**config.mk**
```make
export PLATFORM = sky130hd
export DESIGN_NAME = msc_io_logic
export DESIGN_NICKNAME = d
export VERILOG_FILES = /design/src/inc/msc_pkg.sv /design/src/inc/msc_in_if.sv /design/src/hdl/msc_in_filter.sv /design/src/hdl/msc_io_logic.sv
export SDC_FILE = /design/constraint.sdc
export NUM_CORES = 1
export LEC_CHECK = 0
export ABC_AREA = 1
export CAP_MARGIN = 20
export CORE_ASPECT_RATIO = 1.75
export CORE_MARGIN = 1
export CORE_UTILIZATION = 42
export DETAILED_ROUTE_END_ITERATION = 10
export DONT_BUFFER_PORTS = 1
export PLACE_DENSITY = 0.62
export SYNTH_ARGS = -nofsm -noshare
export SYNTH_HDL_FRONTEND = slang
export SYNTH_SLANG_ARGS = --single-unit
```
**constraint.sdc**
```tcl
create_clock -name ref_clk -period 5.5 [get_ports ref_clk]
set_input_delay 0.275 -clock ref_clk [delete_from_list [all_inputs] [get_ports ref_clk]]
set_output_delay 0.275 -clock ref_clk [all_outputs]
set_load 0.01 [all_outputs]
```
**src/inc/msc_pkg.sv**
```systemverilog
package msc_pkg;

    localparam int CLK_PERIOD_NS = 5;
    // least settling time of an isolated input before a change is believed
    localparam int DEBOUNCE_NS = 2000;
    localparam int DEBOUNCE_CYC = (DEBOUNCE_NS + CLK_PERIOD_NS - 1) / CLK_PERIOD_NS;
    localparam int DEBOUNCE_W = 9;
    localparam logic [DEBOUNCE_W-1:0] DEBOUNCE_LAST = DEBOUNCE_W'(DEBOUNCE_CYC - 1);

    // power-on run check waits for the filters to settle first
    localparam int POWERON_W = 10;
    localparam logic [POWERON_W-1:0] POWERON_CHECK_CYC = POWERON_W'(DEBOUNCE_CYC + 8);

    localparam int PULSES_PER_REV = 12;
    localparam int NUM_INPUTS = 6;
    localparam int NUM_OUTPUTS = 2;
    localparam int IN_FN_W = 3;
    localparam int OUT_FN_W = 2;

    typedef enum logic [2:0] {
        FN_NONE = 3'h0,
        FN_FORWARD = 3'h1,
        FN_REVERSE = 3'h2,
        FN_SEL_LOW = 3'h3,
        FN_SEL_HIGH = 3'h4,
        FN_ALARM_CLEAR = 3'h5,
        FN_COAST = 3'h6
    } msc_in_fn_e;

    typedef enum logic [1:0] {
        OFN_NONE = 2'h0,
        OFN_SPEED_PULSE = 2'h1,
        OFN_ALARM_NC = 2'h2,
        OFN_RUNNING = 2'h3
    } msc_out_fn_e;

    // inputs a..f: forward, reverse, select low, select high, alarm clear, coast
    localparam logic [NUM_INPUTS*IN_FN_W-1:0] DEFAULT_IN_MAP = 18'h358d1;
    // output a: speed pulse, output b: alarm (normally closed)
    localparam logic [NUM_OUTPUTS*OUT_FN_W-1:0] DEFAULT_OUT_MAP = 4'h9;

    // gray order along idle -> run -> decel -> coast -> idle
    typedef enum logic [1:0] {
        ST_IDLE = 2'h0,
        ST_RUN = 2'h1,
        ST_DECEL = 2'h3,
        ST_COAST = 2'h2
    } msc_state_e;

    typedef enum logic [1:0] {
        ALM_NONE = 2'h0,
        ALM_POWERON = 2'h1,
        ALM_FAULT = 2'h2
    } msc_alarm_e;

    localparam int ACC_W = 16;

endpackage

```
**src/inc/msc_in_if.sv**
```systemverilog
interface msc_in_if #(
    parameter int N = 6
);
    logic [N-1:0] raw;
    logic [N-1:0] level;
    logic [N-1:0] rise;

    modport filter (
        input raw,
        output level,
        output rise
    );

    modport user (
        output raw,
        input level,
        input rise
    );
endinterface

```
**src/hdl/msc_in_filter.sv**
```systemverilog
module msc_in_filter #(
    parameter int N = 6
) (
    input wire logic ref_clk,
    input wire logic reset,
    msc_in_if.filter pins
);

    genvar i;
    generate
        for (i = 0; i < N; i++) begin : g_bit
            logic sync1_q;
            logic sync2_q;
            logic sync3_q;
            logic level_q;
            logic rise_q;
            logic [msc_pkg::DEBOUNCE_W-1:0] count_q;

            always_ff @(posedge ref_clk) begin
                if (reset) begin
                    sync1_q <= 1'b0;
                    sync2_q <= 1'b0;
                    sync3_q <= 1'b0;
                end else begin
                    sync1_q <= pins.raw[i];
                    sync2_q <= sync1_q;
                    sync3_q <= sync2_q;
                end
            end

            // a change counts only while stages two and three agree for the full time
            always_ff @(posedge ref_clk) begin
                if (reset) begin
                    count_q <= '0;
                    level_q <= 1'b0;
                    rise_q <= 1'b0;
                end else begin
                    rise_q <= 1'b0;
                    if (sync2_q != sync3_q || sync3_q == level_q) begin
                        count_q <= '0;
                    end else if (count_q == msc_pkg::DEBOUNCE_LAST) begin
                        count_q <= '0;
                        level_q <= sync3_q;
                        rise_q <= sync3_q;
                    end else begin
                        count_q <= count_q + 1'b1;
                    end
                end
            end

            assign pins.level[i] = level_q;
            assign pins.rise[i] = rise_q;
        end
    endgenerate

endmodule

```
**src/hdl/msc_io_logic.sv**
```systemverilog
module msc_io_logic #(
    parameter int EDGES_PER_REV = 24
) (
    input wire logic ref_clk,
    input wire logic reset,
    input wire logic [msc_pkg::NUM_INPUTS-1:0] generalInput,
    input wire logic inputMapOverride,
    input wire logic [msc_pkg::NUM_INPUTS*msc_pkg::IN_FN_W-1:0] inputMap,
    input wire logic outputMapOverride,
    input wire logic [msc_pkg::NUM_OUTPUTS*msc_pkg::OUT_FN_W-1:0] outputMap,
    input wire logic directionInvert,
    input wire logic motorStopped,
    input wire logic faultDetect,
    input wire logic rotorEdge,
    output logic [msc_pkg::NUM_OUTPUTS-1:0] generalOutput,
    output logic driveEnable,
    output logic driveReverse,
    output logic rampStop,
    output logic instantStop,
    output logic coastStop,
    output logic [1:0] dataIndex,
    output logic alarmActive,
    output logic [1:0] alarmCode,
    output logic [1:0] motorState
);

    localparam int NI = msc_pkg::NUM_INPUTS;
    localparam int NO = msc_pkg::NUM_OUTPUTS;
    localparam int FW = msc_pkg::IN_FN_W;
    localparam int OW = msc_pkg::OUT_FN_W;
    localparam logic [msc_pkg::ACC_W-1:0] ACC_STEP = msc_pkg::ACC_W'(2 * msc_pkg::PULSES_PER_REV);
    localparam logic [msc_pkg::ACC_W-1:0] ACC_WRAP = msc_pkg::ACC_W'(EDGES_PER_REV);

    msc_in_if #(.N(NI)) inBus ();

    logic [NI*FW-1:0] inMap;
    logic [NO*OW-1:0] outMap;
    logic forwardRun;
    logic reverseRun;
    logic selLow;
    logic selHigh;
    logic clearRise;
    logic coastOn;
    logic blocked;
    logic eitherRun;
    logic bothRun;
    logic reverseWanted;

    msc_pkg::msc_state_e state_q;
    msc_pkg::msc_state_e state_d;
    msc_pkg::msc_alarm_e alarm_q;
    logic [msc_pkg::POWERON_W-1:0] poweronCnt_q;
    logic poweronDone_q;
    logic [msc_pkg::ACC_W-1:0] acc_q;
    logic speedLevel_q;

    // any input carrying the wanted function asserts it; duplicates OR together
    function automatic logic fnActive(
        input logic [NI*FW-1:0] map,
        input logic [NI-1:0] bits,
        input msc_pkg::msc_in_fn_e fn
    );
        logic hit;
        hit = 1'b0;
        for (int k = 0; k < NI; k++) begin
            if (map[k*FW +: FW] == fn && bits[k]) begin
                hit = 1'b1;
            end
        end
        return hit;
    endfunction

    assign inBus.raw = generalInput;

    msc_in_filter #(.N(NI)) u_filter (
        .ref_clk(ref_clk),
        .reset(reset),
        .pins(inBus.filter)
    );

    assign inMap = inputMapOverride ? inputMap : msc_pkg::DEFAULT_IN_MAP;
    assign outMap = outputMapOverride ? outputMap : msc_pkg::DEFAULT_OUT_MAP;

    assign forwardRun = fnActive(inMap, inBus.level, msc_pkg::FN_FORWARD);
    assign reverseRun = fnActive(inMap, inBus.level, msc_pkg::FN_REVERSE);
    assign selLow = fnActive(inMap, inBus.level, msc_pkg::FN_SEL_LOW);
    assign selHigh = fnActive(inMap, inBus.level, msc_pkg::FN_SEL_HIGH);
    assign clearRise = fnActive(inMap, inBus.rise, msc_pkg::FN_ALARM_CLEAR);
    assign coastOn = fnActive(inMap, inBus.level, msc_pkg::FN_COAST);

    assign eitherRun = forwardRun ^ reverseRun;
    assign bothRun = forwardRun & reverseRun;
    // an alarm holds the motor off just as coast does
    assign blocked = coastOn | (alarm_q != msc_pkg::ALM_NONE);

    assign reverseWanted = reverseRun ^ directionInvert;

    // run check waits for filters to settle so a held input is really seen
    always_ff @(posedge ref_clk) begin
        if (reset) begin
            poweronCnt_q <= '0;
            poweronDone_q <= 1'b0;
        end else if (!poweronDone_q) begin
            if (poweronCnt_q == msc_pkg::POWERON_CHECK_CYC) begin
                poweronDone_q <= 1'b1;
            end else begin
                poweronCnt_q <= poweronCnt_q + 1'b1;
            end
        end
    end

    // a new alarm in the clear cycle wins over the clear
    always_ff @(posedge ref_clk) begin
        if (reset) begin
            alarm_q <= msc_pkg::ALM_NONE;
        end else if (!poweronDone_q && poweronCnt_q == msc_pkg::POWERON_CHECK_CYC
                && (forwardRun || reverseRun)) begin
            alarm_q <= msc_pkg::ALM_POWERON;
        end else if (faultDetect) begin
            alarm_q <= msc_pkg::ALM_FAULT;
        end else if (clearRise) begin
            alarm_q <= msc_pkg::ALM_NONE;
        end
    end

    always_comb begin
        state_d = state_q;
        case (state_q)
            msc_pkg::ST_IDLE: begin
                if (!blocked && poweronDone_q && eitherRun) begin
                    state_d = msc_pkg::ST_RUN;
                end
            end
            msc_pkg::ST_RUN: begin
                if (blocked) begin
                    state_d = msc_pkg::ST_COAST;
                end else if (bothRun) begin
                    state_d = msc_pkg::ST_IDLE;
                end else if (!eitherRun) begin
                    state_d = msc_pkg::ST_DECEL;
                end
            end
            msc_pkg::ST_DECEL: begin
                if (blocked) begin
                    state_d = msc_pkg::ST_COAST;
                end else if (bothRun || motorStopped) begin
                    state_d = msc_pkg::ST_IDLE;
                end else if (eitherRun) begin
                    state_d = msc_pkg::ST_RUN;
                end
            end
            msc_pkg::ST_COAST: begin
                // both runs end a coast at once
                if (!blocked && (motorStopped || bothRun)) begin
                    state_d = msc_pkg::ST_IDLE;
                end
            end
            default: begin
                state_d = msc_pkg::ST_IDLE;
            end
        endcase
    end

    always_ff @(posedge ref_clk) begin
        if (reset) begin
            state_q <= msc_pkg::ST_IDLE;
        end else begin
            state_q <= state_d;
        end
    end

    // drive outputs follow the next state so they change with the state itself
    always_ff @(posedge ref_clk) begin
        if (reset) begin
            driveEnable <= 1'b0;
            motorState <= msc_pkg::ST_IDLE;
        end else begin
            driveEnable <= (state_d == msc_pkg::ST_RUN);
            motorState <= state_d;
        end
    end

    // direction held from the last running cycle so a ramp keeps its sense
    always_ff @(posedge ref_clk) begin
        if (reset) begin
            driveReverse <= 1'b0;
        end else if (state_d == msc_pkg::ST_RUN) begin
            driveReverse <= reverseWanted;
        end
    end

    always_ff @(posedge ref_clk) begin
        if (reset) begin
            rampStop <= 1'b0;
            coastStop <= 1'b0;
        end else begin
            rampStop <= (state_d == msc_pkg::ST_DECEL);
            coastStop <= (state_d == msc_pkg::ST_COAST);
        end
    end

    always_ff @(posedge ref_clk) begin
        if (reset) begin
            instantStop <= 1'b0;
        end else begin
            instantStop <= bothRun && !blocked && poweronDone_q;
        end
    end

    always_ff @(posedge ref_clk) begin
        if (reset) begin
            dataIndex <= 2'h0;
        end else begin
            dataIndex <= {selHigh, selLow};
        end
    end

    // each rotor edge adds twice the pulse rate; every wrap toggles the level
    always_ff @(posedge ref_clk) begin
        if (reset) begin
            acc_q <= '0;
            speedLevel_q <= 1'b0;
        end else if (rotorEdge) begin
            if (acc_q + ACC_STEP >= ACC_WRAP) begin
                acc_q <= acc_q + ACC_STEP - ACC_WRAP;
                speedLevel_q <= ~speedLevel_q;
            end else begin
                acc_q <= acc_q + ACC_STEP;
            end
        end
    end

    always_ff @(posedge ref_clk) begin
        if (reset) begin
            alarmActive <= 1'b0;
        end else begin
            alarmActive <= (alarm_q != msc_pkg::ALM_NONE);
        end
    end

    // code moves on the same edge as the flag so a reader never sees a mixed pair
    always_ff @(posedge ref_clk) begin
        if (reset) begin
            alarmCode <= msc_pkg::ALM_NONE;
        end else begin
            alarmCode <= alarm_q;
        end
    end

    genvar j;
    generate
        for (j = 0; j < NO; j++) begin : g_out
            always_ff @(posedge ref_clk) begin
                if (reset) begin
                    generalOutput[j] <= 1'b0;
                end else begin
                    case (outMap[j*OW +: OW])
                        msc_pkg::OFN_SPEED_PULSE: begin
                            generalOutput[j] <= speedLevel_q;
                        end
                        msc_pkg::OFN_ALARM_NC: begin
                            generalOutput[j] <= (alarm_q == msc_pkg::ALM_NONE);
                        end
                        msc_pkg::OFN_RUNNING: begin
                            generalOutput[j] <= (state_q == msc_pkg::ST_RUN);
                        end
                        default: begin
                            generalOutput[j] <= 1'b0;
                        end
                    endcase
                end
            end
        end
    endgenerate

endmodule

```
==> metrics.txt, run 1 <==
status complete, no violations; syn nets 890; synthesis-to-finish area growth 15.95%; Setup CP Type reg2reg; die area 0.01467 sq mm; Sw Pwr 0.4739 mW; Post-Route WL 13,190 um; Max Cap Violations 0; Fill cells 1,377; cells after synthesis 843; dpl cells 1,008; Slew Limit Fails 0; Avg WL per Cell between 10 and 15 um; peak supply drop 0.2030 mV; setup TNS 0 ps; post-synthesis mux area share 0; top post-synthesis cells by area dfxtp_1 42%, nand2_1 9.5%, nor2_1 8.8%; Post-Syn Area about 0.0060 sq mm; Vias/cell 4.961; area leader, netlist dfxtp_1; Pint 1.842 mW; clk slew on worst S/H paths 60 ps; Yosys warnings 0; Seq pwr share 0.404; post-DP HPWL 9584 um; Hold Buf Count CTS 8; initial antenna violation count 0; DRC viols 0; CTS root buffer clkbuf_16; CP Max Fanout 13; Rel. slew slack 0.6336; Num CTS Buffers 17; Seq/Total Area, Yosys 0.4203; gpl congestion 0.8666; critical path endpoint category register; Starting Density 0.4303; fmax between 0.4 and 0.5 GHz; vias in the first global route 4,980; I/O pins 50; nets 906; layout cell share with drive strength beyond 1 0.07225; Switching Fraction 0.2046; Power, Total 2.316 mW; GRT overflow 0; fin crit share 0.4412; DIE HEIGHT 159.5 um; Post-synth EDFFs 0; post-synthesis simple-gate area fraction 0.3251; hold crit path type in2reg; Startpoint Class register; 1st-iter DRT viols 215; Synth Area in Adders 0.02312; via count 5,204; Avg Synthesized Cell Area 7.062 sq um; worst path arrival time 2780 ps; Total GRT Usage 0.1931; Req. time, crit path 5850 ps; library cells used by synthesis 41; WHS 20.60 ps; RSZ-0062 raised after global routing no; Main synth FF type dfxtp_1; first-pass GRT wire length ~22,000 um; Max H-tree Level 4; core area between 0.01 and 0.015 sq mm; Hold Fails Final Rpt 0; first-pass iteration count of the detailed router 4; register area between 0.002 and 0.003 sq mm; FFs w/ async S/R, synth 0; largest family of logic cells by synthesized area simple AND/OR/NAND/NOR gates; Final Setup Violations 0; worst slew pin tran ~550 ps; cell row count between 50 and 60; worst skew pair latency 410 ps; Max Clock Skew 4.976 ps; CTS tree built; post-synthesis compound-gate area fraction 0.1024; Clock Path Buffers 2; Final Non-Filler Cells 1,049; clock power share 0.553; multi-input logic area 0.002909 sq mm; post-synth top area share 0.4203; clock sinks 125; largest net degree at the start of global routing 32; port bufs 0; Ant. Diodes 0; flops & latches, synth 125; post-synthesis xor/xnor area fraction 0.03804; Pleak ~2.7 nW; logic gate share of total power 0.043; Period minus WS final 2427 ps; PwrDens between 300 and 400 mW/mm^2; post-CTS setup buffers 0; antenna-violating nets left 0; post_cts resized 0; Die W 92.00 um
==> sequential cells by signal (all words and copies together) (netlist names), 2 cells and up <==
name	cells
u_filter.g_bit.sync2_q	6
u_filter.g_bit.sync3_q	6
u_filter.g_bit.rise_q	6
alarm_q	2
u_filter.g_bit.count_q	54
u_filter.g_bit.level_q	6
motorState	2
poweronCnt_q	10
acc_q	13
alarmCode	2
dataIndex	2
u_filter.g_bit.sync1_q	6
generalOutput	2
==> power by group through the flow <==
stage	Clock (mW)	Sequential (mW)	Combinational (mW)
after global routing	1.36	0.937	0.115
after global placement	0	0.955	0.0876
after detailed placement	0	0.955	0.0881
final	1.28	0.936	0.0996
after floorplan	0	0.951	0.0790
after CTS	1.30	0.936	0.0997
==> cell families (layout without fill, tap and decap cells) <==
logic type                 count (synthesis)  after routing
and+or+nand+nor                          433            433
xor gates and xnor gates                  25             25
DFF                                      125            125
adders and majority gates                 11             11
AOI/OAI and AO/OA                        108            108
buffers and inverters                    141            170
==> worst max-delay path, cell delays in order, from the launching register on <==
cell,delay (ps)
dfxtp_1,410
inv_1,100
ha_1,270
inv_2,110
nand2_2,80
nor2_4,150
xor2_2,250
nand2_1,120
nor2_2,160
nand3_2,130
nand2_2,270
nand3_1,120
nand3_1,90
nand2_1,50
inv_1,60
==> through the flow <==
| stage | util | area [sq um] | worst slack, ps |
|---|---|---|---|
| 2_1_floorplan | - | 5953 | 3333 |
| 3_3_place_gp | 0.4424 | 6121 | 3112 |
| 3_5_place_dp | 0.4424 | 6121 | 3080 |
| 4_1_cts | 0.4982 | 6893 | 3082 |
| 5_1_grt | 0.4989 | 6903 | 2863 |
| 6_report | 0.4989 | 6903 | 3073 |
==> Yosys cell counts (2+ instances only) <==
cell / n
a22oi_1: 2
xor2_1: 17
a211oi_1: 2
o22ai_1: 2
nand3_2: 2
nor3b_1: 13
nor2_2: 3
dfxtp_1: 125
a21oi_2: 2
nand2_1: 150
o21ai_0: 22
nand4_1: 18
xnor2_1: 7
a21oi_1: 62
o21bai_1: 2
inv_2: 3
nor4_1: 6
a31o_2: 5
o2111ai_1: 2
ha_1: 11
nand3_1: 55
o21a_1: 2
nand3b_1: 3
and3_1: 2
inv_1: 125
clkbuf_1: 10
nor2_1: 139
nor2_4: 5
nor3_1: 27
nand2_2: 4
or2_2: 5
==> routing by layer <==
layer  global-route usage  share of wire  vias to the layer above
met1               0.1953           0.39                     2334
met5                    0              0                        -
met2               0.3552           0.53                       99
li1                     -              -                     2746
met3              0.06208          0.057                       25
met4              0.08310          0.024                        0
==> layout make-up <==
type | instances | area share
repair buffers | 10 | 0.01559
clock inverters | 11 | 0.03063
well taps | 177 | 0.03208
flip-flops and latches | 125 | 0.3625
clock buffers | 21 | 0.06815
multi-input cells | 577 | 0.4214
inverters | 128 | 0.06960
==> final timing paths <==
path | from | endpoint | slack (ps) | cells after the start
max reg2reg | acc_q[3] | acc_q[4] | 3070 | 14
max | acc_q[3] | acc_q[4] | 3070 | 14
min | reset | poweronCnt_q[5] | 20 | 2
min reg2reg | u_filter.g_bit[3].sync1_q | u_filter.g_bit[3].sync2_q | 400 | 2
==> layout by cell type (no fill, tap or decap), drive strengths merged, types with 2 or more instances in the layout <==
master and count:
nand2 154, a211oi 2, nor3b 13, bufinv 6, nor2 147, o2111ai 2, clkinv 4, o21bai 2
xnor2 7, nand3 57, or2 5, dfxtp 125, nor4 6, a22oi 2, inv 128, clkbuf 21
a21oi 64, o21a 2, xor2 18, and3 2, nand3b 3, nand4 18, buf 2, o21ai 23
nor3 27, o22ai 2, dlygate4sd3 8, ha 11, a31o 5
Power figures use the tool's default switching activity.
==> run 2: changes to the inputs <==
--- a/config.mk
+++ b/config.mk
@@ -5,14 +5,14 @@
 export SDC_FILE = /design/constraint.sdc
 export NUM_CORES = 1
 export LEC_CHECK = 0
-export ABC_AREA = 1
+export ABC_AREA = 0
 export CAP_MARGIN = 20
 export CORE_ASPECT_RATIO = 1.75
 export CORE_MARGIN = 1
 export CORE_UTILIZATION = 42
 export DETAILED_ROUTE_END_ITERATION = 10
 export DONT_BUFFER_PORTS = 1
-export PLACE_DENSITY = 0.62
+export PLACE_DENSITY = 0.65
 export SYNTH_ARGS = -nofsm -noshare
 export SYNTH_HDL_FRONTEND = slang
 export SYNTH_SLANG_ARGS = --single-unit
==> constraint.sdc (replaced) <==
create_clock -name ref_clk -period 2.2 [get_ports ref_clk]
set_input_delay 0.11 -clock ref_clk [delete_from_list [all_inputs] [get_ports ref_clk]]
set_output_delay 0.11 -clock ref_clk [all_outputs]
set_load 0.01 [all_outputs]
==> metrics.txt, run 2 <==
Fill cells 1,182 (-14%); Period minus WS final 2582 ps (+155.3 ps); core area 0.01352 sq mm (-2.3%); Ant. Diodes 0 (unchanged); setup TNS -3905 ps (-3905 ps); GRT overflow 0 (unchanged); Die W 91.56 um (-0.47%); clk slew on worst S/H paths 60 ps (about the same); Avg Synthesized Cell Area 8.459 sq um (+20%); status complete, but fails checks; fmax 0.3873 GHz (-6.0%); most frequent cell after synthesis nor2_1; CP Max Fanout 8 (-5); synthesis-to-finish area growth 30.20%; largest family of logic cells by synthesized area simple AND/OR/NAND/NOR gates; Post-Route WL 14,470 um (+9.7%); worst-path cell chain inv_4, ha_4, or4b_4, and3_4, a211oi_4, and3_4, a2111oi_2, a211o_1, a32o_2, mux2_4; Hold Fails Final Rpt 0 (unchanged); CP startpoint acc_q[4]; dpl cells 916 (-9.1%); Worst path slowest cell or4b_4; worst slew pin tran 565.9 ps (+16.93 ps); Max Clock Skew 8.363 ps (+3.386 ps); antenna-violating nets left 0 (unchanged); worst-case hold path end point dataIndex[0]; FFs w/ async S/R, synth 0 (unchanged); post-DP HPWL 10,300 um (+7.5%); most frequent cells in the layout 130 x nor2_1, 119 x dfxtp_1, 65 x buf_4; syn nets 744 (-16%); biggest regs u_filter.g_bit.count_q (54), acc_q (13), poweronCnt_q (10); layout cell share with drive strength beyond 1 0.2211 (+0.1489); clock sinks 125 (unchanged); Switching Fraction 0.2133 (+0.008669); final worst setup slack -381.9 ps (-3455 ps); number of flip-flops under the largest register name 54 (unchanged); post-synthesis compound-gate area fraction 0.1121 (+0.009700); hold crit path type in2reg; post-synthesis mux area share 0.01677 (+0.01677); worst path bufs/invs 1 (-2); gpl congestion 0.9063 (+4.6%); Seq pwr share 0.460 (+0.056); flops & latches, synth 125 (unchanged); DRC viols 0 (unchanged); first-pass GRT wire length 24,090 um (+7.8%); Power, Total 5.023 mW (+120%); largest net degree at the start of global routing 72 (+130%); Total GRT Usage 0.2065 (+0.01342); peak supply drop 0.6012 mV (+200%); Avg WL per Cell 14.78 um (+18%); I/O pins 50 (unchanged); Max H-tree Level 4 (unchanged); Pint 3.951 mW (+110%); delay-heaviest family, CP simple AND/OR/NAND/NOR gates; logic gate share of total power 0.027 (-0.016); fin util 0.5676 (+0.06872); r2r worst-path depth 10 (-4); Reg2Reg Launch Point acc_q[4]; Clock Path Buffers 2 (unchanged); Hold Path Cell Cnt 3 (+1); violations in the final reports setup timing; Max Cap Violations 0 (unchanged); min-delay src inputMap[0]; top post-synthesis cells by area dfxtp_1 42%, nor2_1 8.5%, xnor2_1 4.9%; critical path's most frequent cell and3_4; die area 0.01453 sq mm (-0.95%); Critical R2R Capture acc_q[6]; first-pass iteration count of the detailed router 4 (unchanged); Pleak 2.940 nW (+8.3%); Critical Path Max Stage Delay 470 ps (+60 ps); cells after synthesis 697 (-17%); Main synth FF type dfxtp_1; Post-synth EDFFs 0 (unchanged); nets 840 (-7.3%); 1st-iter DRT viols 188 (-13%); post-synth top area share 0.4244 (+0.004104); DIE HEIGHT 158.7 um (-0.48%); clock power share 0.512 (-0.041); Final Non-Filler Cells 979 (-6.7%); cell row count 56 (-1.8%); Starting Density 0.4360 (+0.005697); post-synthesis xor/xnor area fraction 0.08913 (+0.05109); area leader, netlist dfxtp_1; PwrDens 654.3 mW/mm^2 (+95%); worst skew pair latency 410 ps (about the same); most common cell after layout, fill and taps aside nor2_1; post-synthesis simple-gate area fraction 0.3035 (-0.02166); Post-Syn Area 0.005896 sq mm (-0.97%); via count 5,223 (+0.37%); initial antenna violation count 0 (unchanged); CTS tree built; reg2reg setup slack -380 ps (-3460 ps); library cells used by synthesis 70 (+71%); fin crit share 1.174 (+0.7324); port bufs 0 (unchanged); Most flops, register u_filter.g_bit.count_q; Synth Area in Adders 0.02334 (+0.0002257); Req. time, crit path 2490 ps (-3360 ps); Yosys warnings 0 (unchanged); critical path endpoint category register; CTS root buffer clkbuf_16; most frequent cells after synthesis 133 x nor2_1, 125 x dfxtp_1, 52 x nand2_1, 42 x nand3_1, 33 x xnor2_1; Rel. slew slack 0.6198 (-0.01379); RSZ-0062 raised after global routing yes; Vias/cell 5.335 (+7.5%); worst path arrival time 2880 ps (+100 ps); Startpoint Class register; vias in the first global route 5,373 (+7.9%); Sw Pwr 1.071 mW (+130%); Setup CP Type reg2reg; Final Setup Violations 15 (+15); Slew Limit Fails 0 (unchanged); Seq/Total Area, Yosys 0.4244 (+0.004104); WHS 32.33 ps (+11.73 ps); Num CTS Buffers 17 (unchanged)
[run 2: cell types whose count changed after synthesis, sizes merged, moves of 9 or more]
| cell | delta |
|---|---|
| a21oi | -34 |
| and3 | +18 |
| nor3b | -13 |
| nand4 | -11 |
| xor2 | +9 |
| nand3 | -14 |
| nor3 | -14 |
| nor2 | -14 |
| xnor2 | +26 |
| nor2b | +22 |
| nand2 | -102 |
| inv | -103 |
[run 2: logic make-up after synthesis]
family	Yosys count
AND/OR/NAND/NOR	346
flip-flops	125
AO/OA/AOI/OAI	103
XOR/XNOR	60
buffers and inverters	43
adder cells (fa/ha/maj)	11
multiplexers	9
[run 2: power groups by stage]
stage / Combinational [mW] / Clock (mW) / Sequential [mW]
6_report: 0.138 / 2.57 / 2.31
5_1_grt: 0.154 / 2.72 / 2.31
4_1_cts: 0.136 / 2.62 / 2.31
3_5_place_dp: 0.0798 / 0 / 2.36
3_3_place_gp: 0.0755 / 0 / 2.36
2_1_floorplan: 0.0894 / 0 / 2.36
[run 2: how the worst max path moves through the flow]
stage          slack [ps]  cells after the start        to
2_1_floorplan        -390                     11  acc_q[6]
3_3_place_gp         -330                     10  acc_q[6]
3_5_place_dp         -370                      8  acc_q[6]
4_1_cts              -350                     10  acc_q[6]
5_1_grt              -460                     10  acc_q[6]
6_report             -380                     10  acc_q[6]
[run 2: worst register-to-register path, cell delays in order, from the launching register on]
cell,delay [ps]
dfxtp_4,360
inv_4,60
ha_4,160
or4b_4,470
and3_4,180
a211oi_4,180
and3_4,250
a2111oi_2,70
a211o_1,220
a32o_2,250
mux2_4,290
[run 2: metrics by stage]
step / setup WS [ps] / cell area (sq um)
2_1_floorplan: -386.4 / 5943
3_3_place_gp: -328.2 / 6538
3_5_place_dp: -371.3 / 6538
4_1_cts: -351.6 / 7522
5_1_grt: -456.3 / 7676
6_report: -381.9 / 7676
[run 2: routing by layer]
layer,track usage,vias to the layer above,wire [um]
met4,0.1126,0,473
li1,-,2604,-
met2,0.3667,119,7556
met1,0.2083,2472,5486
met3,0.06897,28,956
met5,0,-,0
[run 2: what timing repair did]
| action | CTS | global route |
|---|---|---|
| hold endpoints to repair | 77 | 0 |
| gates resized for setup | 48 | 25 |
| endpoints found under the setup margin | 19 | 19 |
| hold buffers | 18 | 0 |
| pin swaps | 24 | 20 |
| setup buffers | 9 | 7 |
[run 2: layout make-up]
cell class	count	area, sq um	share of cell area
Multi-Input combinational cell	529	3476	0.4528
Clock inverter	11	93.84	0.01222
Sequential cell	125	2512	0.3273
Inverter	25	98.84	0.01288
Timing Repair Buffer	95	820.8	0.1069
Tap cell	174	217.7	0.02836
Clock buffer	20	456.7	0.05949
